## config.mk

```make
export PLATFORM = sky130hd
export DESIGN_NAME = pmd_decode
export DESIGN_NICKNAME = d
export VERILOG_FILES = /design/src/logic/pmd_pkg.sv /design/src/logic/pmd_decode.sv /design/src/logic/pmd_info_rom.sv
export VERILOG_INCLUDE_DIRS = /design/src /design/src/logic
export SDC_FILE = /design/constraint.sdc
export NUM_CORES = 1
export LEC_CHECK = 0
export BUFFER_PORTS_ARGS = -buffer_cell sky130_fd_sc_hd__buf_2
export CORE_AREA = 2 2 225 227
export CTS_CLUSTER_SIZE = 10
export DETAILED_ROUTE_END_ITERATION = 7
export DIE_AREA = 0 0 227 229
export GPL_ROUTABILITY_DRIVEN = 0
export GPL_TIMING_DRIVEN = 0
export PLACE_DENSITY = 0.4
export SYNTH_ARGS = -nofsm -noshare
export SYNTH_HDL_FRONTEND = slang
export SYNTH_SLANG_ARGS = --single-unit
```

## constraint.sdc

```tcl
create_clock -name ref_clk -period 2.45 [get_ports ref_clk]
set_input_delay 0.245 -clock ref_clk [delete_from_list [all_inputs] [get_ports ref_clk]]
set_output_delay 0.245 -clock ref_clk [all_outputs]
set_load 0.02 [all_outputs]
```

## src/logic/pmd_cfg.svh

```systemverilog
`ifndef PMD_CFG_SVH
`define PMD_CFG_SVH
// Address and data widths
`define PMD_AW 16
`define PMD_DW 8
// Flash size in bytes, 8 KB by default (user space ends at 1fff)
`define PMD_FLASH_8K 16'h2000
`define PMD_FLASH_4K 16'h1000
// Fill value for unimplemented or padded bytes
`define PMD_FILL 8'hff
// Low region boundaries
`define PMD_OPT_LO 16'h0000
`define PMD_RST_LO 16'h0002
`define PMD_WDT_LO 16'h0004
`define PMD_ILL_LO 16'h0006
`define PMD_IRQ_LO 16'h0008
`define PMD_RSV_LO 16'h0038
`define PMD_OSC_LO 16'h003a
`define PMD_USR_LO 16'h003e
// Information area
`define PMD_INFO_LO 16'hfe00
`define PMD_INFO_HI 16'hffff
`define PMD_CAL_HI 16'hfe3f
`define PMD_PN_LO 16'hfe40
`define PMD_PN_HI 16'hfe53
`define PMD_PN_LEN 5'h14
`define PMD_INFO_WORDS 128
`endif

```

## src/logic/pmd_pkg.sv

```systemverilog
package pmd_pkg;
  // Region of a program memory address
  typedef enum logic [3:0] {
    PMD_REG_OPT = 4'h0,
    PMD_REG_RST = 4'h1,
    PMD_REG_WDT = 4'h2,
    PMD_REG_ILL = 4'h3,
    PMD_REG_IRQ = 4'h4,
    PMD_REG_RSV = 4'h5,
    PMD_REG_OSC = 4'h6,
    PMD_REG_USR = 4'h7,
    PMD_REG_UNIMP = 4'h8,
    PMD_REG_INFO = 4'h9
  } pmd_region_e;

  // Request from the core
  typedef struct packed {
    logic rd;
    logic wr;
    logic [15:0] addr;
    logic [7:0] wdata;
  } pmd_req_s;
endpackage : pmd_pkg

```

## src/logic/pmd_decode.sv

```systemverilog
`timescale 1ns/100ps
`include "pmd_cfg.svh"
// ---------------------------------------------------------------
// ---------------------------------------------------------------
module pmd_decode #(
  parameter logic [15:0] FLASH_SIZE = `PMD_FLASH_8K,
  parameter logic [159:0] PART_NUMBER = {8'h50, 8'h4d, 8'h44, 8'h30,
    8'h31, {15{8'hff}}}
) (
  input wire logic ref_clk,
  input wire logic reset_n,
  input pmd_pkg::pmd_req_s req,
  input wire logic info_map_en,
  input wire logic [7:0] cal_data [0:63],
  input wire logic [7:0] flash_rdata,
  output logic [12:0] flash_addr,
  output logic flash_rd,
  output logic flash_wr,
  output logic [7:0] flash_wdata,
  output logic [7:0] rdata,
  output logic rvalid,
  output pmd_pkg::pmd_region_e region
);
  // ---------------------------------------------------------------
  // Address classification
  // ---------------------------------------------------------------
  function automatic pmd_pkg::pmd_region_e classify(input logic [15:0] a);
    if (a >= FLASH_SIZE) begin
      classify = pmd_pkg::PMD_REG_UNIMP;
    end else if (a < `PMD_RST_LO) begin
      classify = pmd_pkg::PMD_REG_OPT;
    end else if (a < `PMD_WDT_LO) begin
      classify = pmd_pkg::PMD_REG_RST;
    end else if (a < `PMD_ILL_LO) begin
      classify = pmd_pkg::PMD_REG_WDT;
    end else if (a < `PMD_IRQ_LO) begin
      classify = pmd_pkg::PMD_REG_ILL;
    end else if (a < `PMD_RSV_LO) begin
      classify = pmd_pkg::PMD_REG_IRQ;
    end else if (a < `PMD_OSC_LO) begin
      classify = pmd_pkg::PMD_REG_RSV;
    end else if (a < `PMD_USR_LO) begin
      classify = pmd_pkg::PMD_REG_OSC;
    end else begin
      classify = pmd_pkg::PMD_REG_USR;
    end
  endfunction : classify

  // ---------------------------------------------------------------
  // Request decode
  // ---------------------------------------------------------------
  logic in_info;
  logic in_flash;
  logic rd_info;
  logic rd_unimp;
  logic rd_flash;
  logic [6:0] info_idx;
  logic [7:0] info_rdata;
  pmd_pkg::pmd_region_e region_nxt;
  logic rd_info_r;
  logic rd_unimp_r;
  logic rd_flash_r;
  logic info_hold_r;
  logic unimp_hold_r;
  logic flash_hold_r;
  logic [7:0] info_hold_data_r;

  // Info overlay only exists while software has it mapped in,
  // and it is tested before the Flash bound so it always wins
  assign in_info = info_map_en && (req.addr >= `PMD_INFO_LO);
  // size bound
  // Nothing at or above the Flash size has storage behind it
  assign in_flash = req.addr < FLASH_SIZE;

  // Read kinds are exclusive, so the answer mux needs no priority
  assign rd_info = req.rd && in_info;
  assign rd_unimp = req.rd && !in_info && !in_flash;
  assign rd_flash = req.rd && !in_info && in_flash;

  // Region of the request, reported one cycle later
  always_comb begin
    region_nxt = classify(req.addr);
    if (in_info) begin
      region_nxt = pmd_pkg::PMD_REG_INFO;
    end
  end

  // Region output; it follows the address whether or not a read
  // or write is asked for, so it is a decode view and not a status
  always_ff @(posedge ref_clk) begin
    if (!reset_n) begin
      region <= pmd_pkg::PMD_REG_OPT;
    end else begin
      region <= region_nxt;
    end
  end

  // ---------------------------------------------------------------
  // Flash strobes
  // ---------------------------------------------------------------
  // drop writes
  // info writes dropped
  // Only writes that land in real Flash outside the overlay strobe
  always_ff @(posedge ref_clk) begin
    if (!reset_n) begin
      flash_wr <= 1'b0;
    end else begin
      flash_wr <= req.wr && in_flash && !in_info;
    end
  end

  // Read strobe; the array stays idle on fill and overlay reads,
  // which keeps its power down when the core walks the top area
  always_ff @(posedge ref_clk) begin
    if (!reset_n) begin
      flash_rd <= 1'b0;
    end else begin
      flash_rd <= rd_flash;
    end
  end

  // Address and data follow the request every cycle; the array
  // ignores them without a strobe, which saves an enable mux
  always_ff @(posedge ref_clk) begin
    if (!reset_n) begin
      flash_addr <= 13'h0000;
      flash_wdata <= 8'h00;
    end else begin
      flash_addr <= req.addr[12:0];
      flash_wdata <= req.wdata;
    end
  end

  // ---------------------------------------------------------------
  // Information area
  // ---------------------------------------------------------------
  // Addresses with bit 7 set fold onto the last index, which is
  // padding, and ff00-ff7f alias fe00-fe7f, so the store needs only seven index bits
  assign info_idx = req.addr[6:0] | {7{req.addr[7]}};

  pmd_info_rom #(
    .PART_NUMBER(PART_NUMBER)
  ) u_info (
    .ref_clk(ref_clk),
    .reset_n(reset_n),
    .idx(info_idx),
    .cal_data(cal_data),
    .rdata(info_rdata)
  );

  // ---------------------------------------------------------------
  // Read pipeline
  // ---------------------------------------------------------------
  // Stage one: the kind of read travels beside the flash strobe and
  // beside the registered info byte, so all three kinds stay in
  // step and answers leave in the order the reads came in.
  always_ff @(posedge ref_clk) begin
    if (!reset_n) begin
      rd_info_r <= 1'b0;
      rd_unimp_r <= 1'b0;
      rd_flash_r <= 1'b0;
    end else begin
      rd_info_r <= rd_info;
      rd_unimp_r <= rd_unimp;
      rd_flash_r <= rd_flash;
    end
  end

  // Stage two: flash data is only valid in the cycle after flash_rd,
  // so every kind waits one more cycle; the cost is a fixed latency
  // of three edges even for reads that never touch the array.
  always_ff @(posedge ref_clk) begin
    if (!reset_n) begin
      info_hold_r <= 1'b0;
      unimp_hold_r <= 1'b0;
      flash_hold_r <= 1'b0;
      info_hold_data_r <= 8'h00;
    end else begin
      info_hold_r <= rd_info_r;
      unimp_hold_r <= rd_unimp_r;
      flash_hold_r <= rd_flash_r;
      info_hold_data_r <= info_rdata;
    end
  end

  // ---------------------------------------------------------------
  // Read answer
  // ---------------------------------------------------------------
  // Valid pulse, one cycle per read
  always_ff @(posedge ref_clk) begin
    if (!reset_n) begin
      rvalid <= 1'b0;
    end else begin
      rvalid <= info_hold_r | unimp_hold_r | flash_hold_r;
    end
  end

  // Answer byte; it holds its value between answers, so a core
  // that samples late still sees the last byte it asked for
  always_ff @(posedge ref_clk) begin
    if (!reset_n) begin
      rdata <= 8'h00;
    end else if (info_hold_r) begin
      rdata <= info_hold_data_r;
    end else if (unimp_hold_r) begin
      rdata <= `PMD_FILL;
    end else if (flash_hold_r) begin
      rdata <= flash_rdata;
    end
  end
endmodule : pmd_decode

```

## src/logic/pmd_info_rom.sv

```systemverilog
`timescale 1ns/100ps
`include "pmd_cfg.svh"
// ---------------------------------------------------------------
// Read-only information area store
// ---------------------------------------------------------------
module pmd_info_rom #(
  parameter logic [159:0] PART_NUMBER = {8'h50, 8'h4d, 8'h44, 8'h30,
    8'h31, {15{8'hff}}}
) (
  input wire logic ref_clk,
  input wire logic reset_n,
  input wire logic [6:0] idx,
  input wire logic [7:0] cal_data [0:63],
  output logic [7:0] rdata
);
  logic [7:0] byte_nxt;
  logic [7:0] pn_i;
  // Contents are constant or strapped; no write port exists
  always_comb begin
    pn_i = 8'h00;
    byte_nxt = `PMD_FILL;
    if (idx < 7'h40) begin
      byte_nxt = cal_data[idx[5:0]];
    end else if (idx < 7'h54) begin
      pn_i = 8'(idx - 7'h40);
      // Part number bytes, first character in the top byte
      byte_nxt = PART_NUMBER[8'd159 - pn_i * 8'd8 -: 8];
    end
  end

  // Registered read data
  always_ff @(posedge ref_clk) begin
    if (!reset_n) begin
      rdata <= 8'h00;
    end else begin
      rdata <= byte_nxt;
    end
  end
endmodule : pmd_info_rom

```

======== Word level (Yosys, flattened, before mapping) ========
Index checks and enable logic that the tools add are counted.
Widths: inputs -> output; s select.
word-level totals
  register bits after elaboration ......... 57
  input port bits ......................... 549
  output and inout port bits .............. 36
  word-level logic and storage cells ...... 66
operators by class
  $add $sub $neg .......................... 2
  $lt $le $gt $ge ......................... 13
  shift-type cells ........................ 1
  mux-type cells .......................... 17
  bitwise gates (word level) .............. 5
  reduce and logical (&&, ||, !) cells .... 12
operators with widths
  cell                      number
  $shiftx 167x9->8 const A  1
  $mux 8                    7
  $bmux 8 s6                1
  $lt 16x6->1 const B       3
  $lt 16x3->1 const B       2
  $ge 16x14->1 const B      1
  $ge 16x16->1 const B      1
  $lt 16x14->1 const B      1
  $lt 16x2->1 const B       1
  $lt 16x4->1 const B       1
  $lt 7x7->1 const B        2
  $mux 3                    4
  $mux 4                    2
  $sub 8x8->8 const A       1
  $ge 7x7->1 const B        1
  $logic_and 1x1->1         7
  $not 6->7                 1
  $or 7x7->7                1
  $reduce_or 7->1           1
  $reduce_or 5->1           1
  $sub 5x1->5 const B       1
  $mux 2                    2
  $reduce_bool 3->1         1
  $logic_not 1->1           2
  other kinds (3)           4

======== Depth between registers and ports, before layout ========
  depth after elaboration ................. 10
  gate-level depth with buffers ........... 12
  depth with buffers taken out ............ 9

======== Cells and area by module ========
Synthesis repeated with hierarchy kept, for this count alone.
unflattened totals
  cells, all modules ...................... 576
  area, all modules ....................... 6354.8 µm²
by module, submodules not included
  module        times used  cells each  area an instance (µm²)  seq. area each (µm²)
  pmd_info_rom  1           430         4772.1                  160.2
  pmd_decode    1           146         1582.8                  980.9

======== Worst setup path before layout ========
No wires, ideal clock.
  kind .................................... input to register
  start point ............................. input port req[15] (netlist name)
  end point ............................... register u_info.rdata[7]
  library setup time ...................... 0.134 ns
  arrival ................................. 2.172 ns
  required time ........................... 2.316 ns
  path slack .............................. 0.143 ns
  cell stages on the path ................. 11
  path buffers ............................ 2
  cell sequence ........................... buf_6 buf_6 or2_2 inv_1 ha_1 xor2_1 o21ai_0 o21bai_1 o21ai_0 a2111oi_0 a211oi_1
between the ends
  cells in the longest elaborated chain, start to end .. 6
  elaborated cells between the ends (all ways) .. 12
  classes of those cells .................. add/sub: 2; order compare: 2; shift: 1; mux: 5; bitwise: 2
RTL lines
  item                                               RTL line                                text
  start: declaration                                 pmd_decode.sv:12                        input pmd_pkg::pmd_req_s req,
  $or 7x7->7 (*)                                     pmd_decode.sv:139                       assign info_idx = req.addr[6:0] | {7{req.addr[7]}};
  $sub 5x1->5 / $not 6->7 (equally long branches)    pmd_info_rom.sv:25, pmd_info_rom.sv:23
  $sub 8x8->8 / $bmux 8 s6 (equally long branches)   pmd_info_rom.sv:27, pmd_info_rom.sv:23
  $shiftx 167x9->8 / $mux 8 (equally long branches)  pmd_info_rom.sv:27, pmd_info_rom.sv:23
  $mux 8 (on tied branches)                          pmd_info_rom.sv:24, pmd_info_rom.sv:23
  $mux 8 (*)                                         pmd_info_rom.sv:22                      if (idx < 7'h40) begin
  end signal: assignment                             pmd_info_rom.sv:36                      rdata <= byte_nxt;
  end: declaration                                   pmd_info_rom.sv:14                      output logic [7:0] rdata
Mark *: on every way between the ends. The rest lies on a longest branch, timed or not. The select of a mux whose other input is x is not followed.
A chain may end at the register's enable or synchronous reset.

======== Worst setup path in the final report ========
  start point ............................. input port req[15] (netlist name)
  end point ............................... register u_info.rdata[6]
Same word-level chain as after synthesis.

==> results.md <==
- Status: finished with violations
- Failing checks: setup timing
- Final Core Density: 23.0%
- First-pass GRT wire length: slightly above 80 mm
- Worst skew pair latency: around 0.32 ns
- Htree depth: 3
- Synth Flop Type: dfxtp_1
- Slowest-stage cell, CP: nor4b_4
- Mapped Nets: 1366
- Io pins: 585
- P&R area growth vs syn: 67.0%
- Depth of the most critical reg-to-reg path: 3
- Min-Delay Path Depth: 2
- Area contributors post-synth: dfxtp_1, mux2i_1, mux4_2
- Hold Startpoint: req[7]
- Hold WC Path Type: input port to flip-flop
- Skew final: 0.00397 ns
- Worst Setup Slack, final: -0.0434 ns
- DP Worst Slack: -1.33 ns
- Top cell type by total area after synthesis: dfxtp_1
- Hold Slack: between 0.1 and 0.15 ns
- Final HPWL from detailed placement: 52.0 mm
- Worst IR drop on VDD: about 270 uV
- Global Route Usage Sum: between 20% and 30%
- CP required: ~2.6 ns
- Startpoint type of the worst setup path: input port
- Syn. warnings: 0
- Min Tclk post-route: ~2.5 ns
- Die Y-Extent: ~230 um
- Via density: between 4 and 5
- Power density over the cells: approximately 360 nW/um2
- Max-Cap Viols: 0
- # clock sinks: between 50 and 60
- Setup crit end kind: flip-flop
- CTS Hold Buffers Added: 0
- Core box area: 49700 um2
- Synthesis-stage register bit count: 57
- Worst r2r src: flash_hold_r$_SDFF_PN0_
- CTS tree: built
- Synth cell types: 75
- Max Fclk: around 0.4 GHz
- DRT iter0 DRCs: between 600 and 700
- WL/cell: 29.8 um
- Max-slew violations: 0
- Post-synth EDFFs: 0
- Final ANT Viol Nets: 0
- Ys async rst share: 0%
- Initial DRT Pass Iterations: 6
- Die Area: roughly 52000 um2
- Remaining DRCs: 0
- RR Endpoint: rdata[0]$_SDFFE_PN0P_
- CP arrival: between 2 and 3 ns
- Vias in the first global route: between 10000 and 15000
- CTS Buf Count: 9
- Initial Util: between 10 and 15%
- Worst slew pin tran: ~0.84 ns
- CTS max path bufs: 2
- Layout cell share with drive strength beyond 1: a little under three fifths
- Critical path type: input port to flip-flop
- Synth top area share: 16.6%
- Port Buffers: about 580
- Leak: about 0.0052 uW
- Synthesized cell area: 6850 um2
- DR vias: approximately 10000
- Top-count cell post-synth: o21ai_0
- Worst-path clk slew: ~0.050 ns
- Root buffer cell: clkbuf_16
- Critical path launch point: req[15]
- Initial antenna violation count: 20
- Die Wd: between 200 and 250 um
- Seq/Total Area, Yosys: 16.6%
- Max transition margin: between 40% and 50%
- Fin Setup TNS: -0.0434 ns
- Nets: about 2000
- Worst R2R Setup Slack: around 1.2 ns
- Max stage delay on crit path: about 0.76 ns
- Final WL: about 63 mm
- Final Hold Vio Count: 0
- RSZ-0062 raised after global routing: yes
- CP endpoint: u_info.rdata[6]$_SDFF_PN0_
- Post-Syn Area per Cell: 8.44 um2
- Grt total ovfl: 0
- Tcrit/Tclk final: 102%
- Cells along the critical path: buf_2 -> buf_6 -> nor4b_4 -> o221ai_1 -> o21ai_0 -> a32o_1 -> a2111oi_2 -> o32ai_1
- Pwr Total: between 4000 and 5000 uW
- Crit-path max FO: 10
- # setup viols final: 1
- Synth top cells by count: o21ai_0, mux2i_1, dfxtp_1
- Cell row count: approximately 80
- Synth Instances: 812
- Largest net degree at the start of global routing: 12
## per-stage QoR
stage               area [um2]  cells
floorplan                 6850    812
global placement         10600   2067
detailed placement       10600   2067
CTS                      11200   2085
global route             11400   2095
finish                   11400   2099
## layout by cell type, fill, tap and decap left out, types with 12 or more instances in the layout
cell,instances
a221oi_1,13
mux4_2,26
nand3b_1,13
dfxtp_1,57
mux2i_1,73
o211ai_1,12
nor3_1,12
a21oi_1,42
nor2_1,17
mux2_2,34
buf_2,591
o221ai_1,32
a211oi_1,15
buf_4,28
buf_6,17
nand2_1,51
o21ai_1,12
and2_1,39
o21ai_0,81
nor2b_1,20
## how the worst min path moves through the flow
stage                                                 to
after global placement    info_hold_data_r[1]$_SDFF_PN0_
after detailed placement  info_hold_data_r[5]$_SDFF_PN0_
final                          flash_wdata[7]$_SDFF_PN0_
after floorplan                flash_addr[10]$_SDFF_PN0_
after CTS                      flash_wdata[7]$_SDFF_PN0_
after global routing           flash_wdata[3]$_SDFF_PN0_
## cells by family (layout without fill, tap and decap cells)
family                   Yosys count  count (layout)  share of synthesized area, %
multiplexers                     138             138                          25.6
buffers and inverters             94             701                          8.21
adder cells (fa/ha/maj)            5               5                         0.913
AO/OA/AOI/OAI                    303             303                          30.6
XOR/XNOR                           3               3                         0.383
flip-flops                        57              57                          16.6
other                              0               8                             0
AND/OR/NAND/NOR                  212             212                          17.7
## per-layer routing
metal / part of all wire (%) / track usage (%)
met5: 0.20 / 0
met4: 2.8 / 6.17
met3: 7.0 / 4.00
met2: 48 / 40.4
met1: 42 / 29.2
## critical path, delay by kind of cell
kind / cells / cell delay [ns]
AO/OA/AOI/OAI: 5 / 1.35
buffers and inverters: 2 / 0.29
AND/OR/NAND/NOR: 1 / 0.76
## state kept, by name (all words and copies together), names as in the netlist
signal,count
region,4
flash_addr,13
flash_wr,1
rvalid,1
flash_hold_r,1
flash_wdata,8
rdata,8
u_info.rdata,8
rd_unimp_r,1
info_hold_r,1
rd_info_r,1
info_hold_data_r,8
rd_flash_r,1
unimp_hold_r,1
## power by group
group / total [uW] / switching, uW / internal, uW
Combinational: 1890 / 1060 / 825
Sequential: 997 / 13.4 / 983
Clock: 1250 / 384 / 866
## what timing repair did
item,CTS,global route
hold endpoints to repair,0,0
setup endpoints to repair,8,8
pin swaps,5,8
resized for setup,87,44
setup buffers,2,6
cloned,1,0
## layout make-up
| type | instances | area, um2 |
|---|---|---|
| Tap cell | 672 | 841 |
| Timing Repair inverter | 1 | 3.75 |
| Buffer | 82 | 719 |
| Multi-Input combinational cell | 661 | 5360 |
| Clock buffer | 14 | 274 |
| Clock inverter | 2 | 35.0 |
| Fill cell | 5659 | 38200 |
| Sequential cell | 57 | 1140 |
| Inverter | 11 | 56.3 |
| Timing Repair Buffer | 591 | 2990 |
| Antenna cell | 8 | 20.0 |
(Power assumes the default switching activity.)
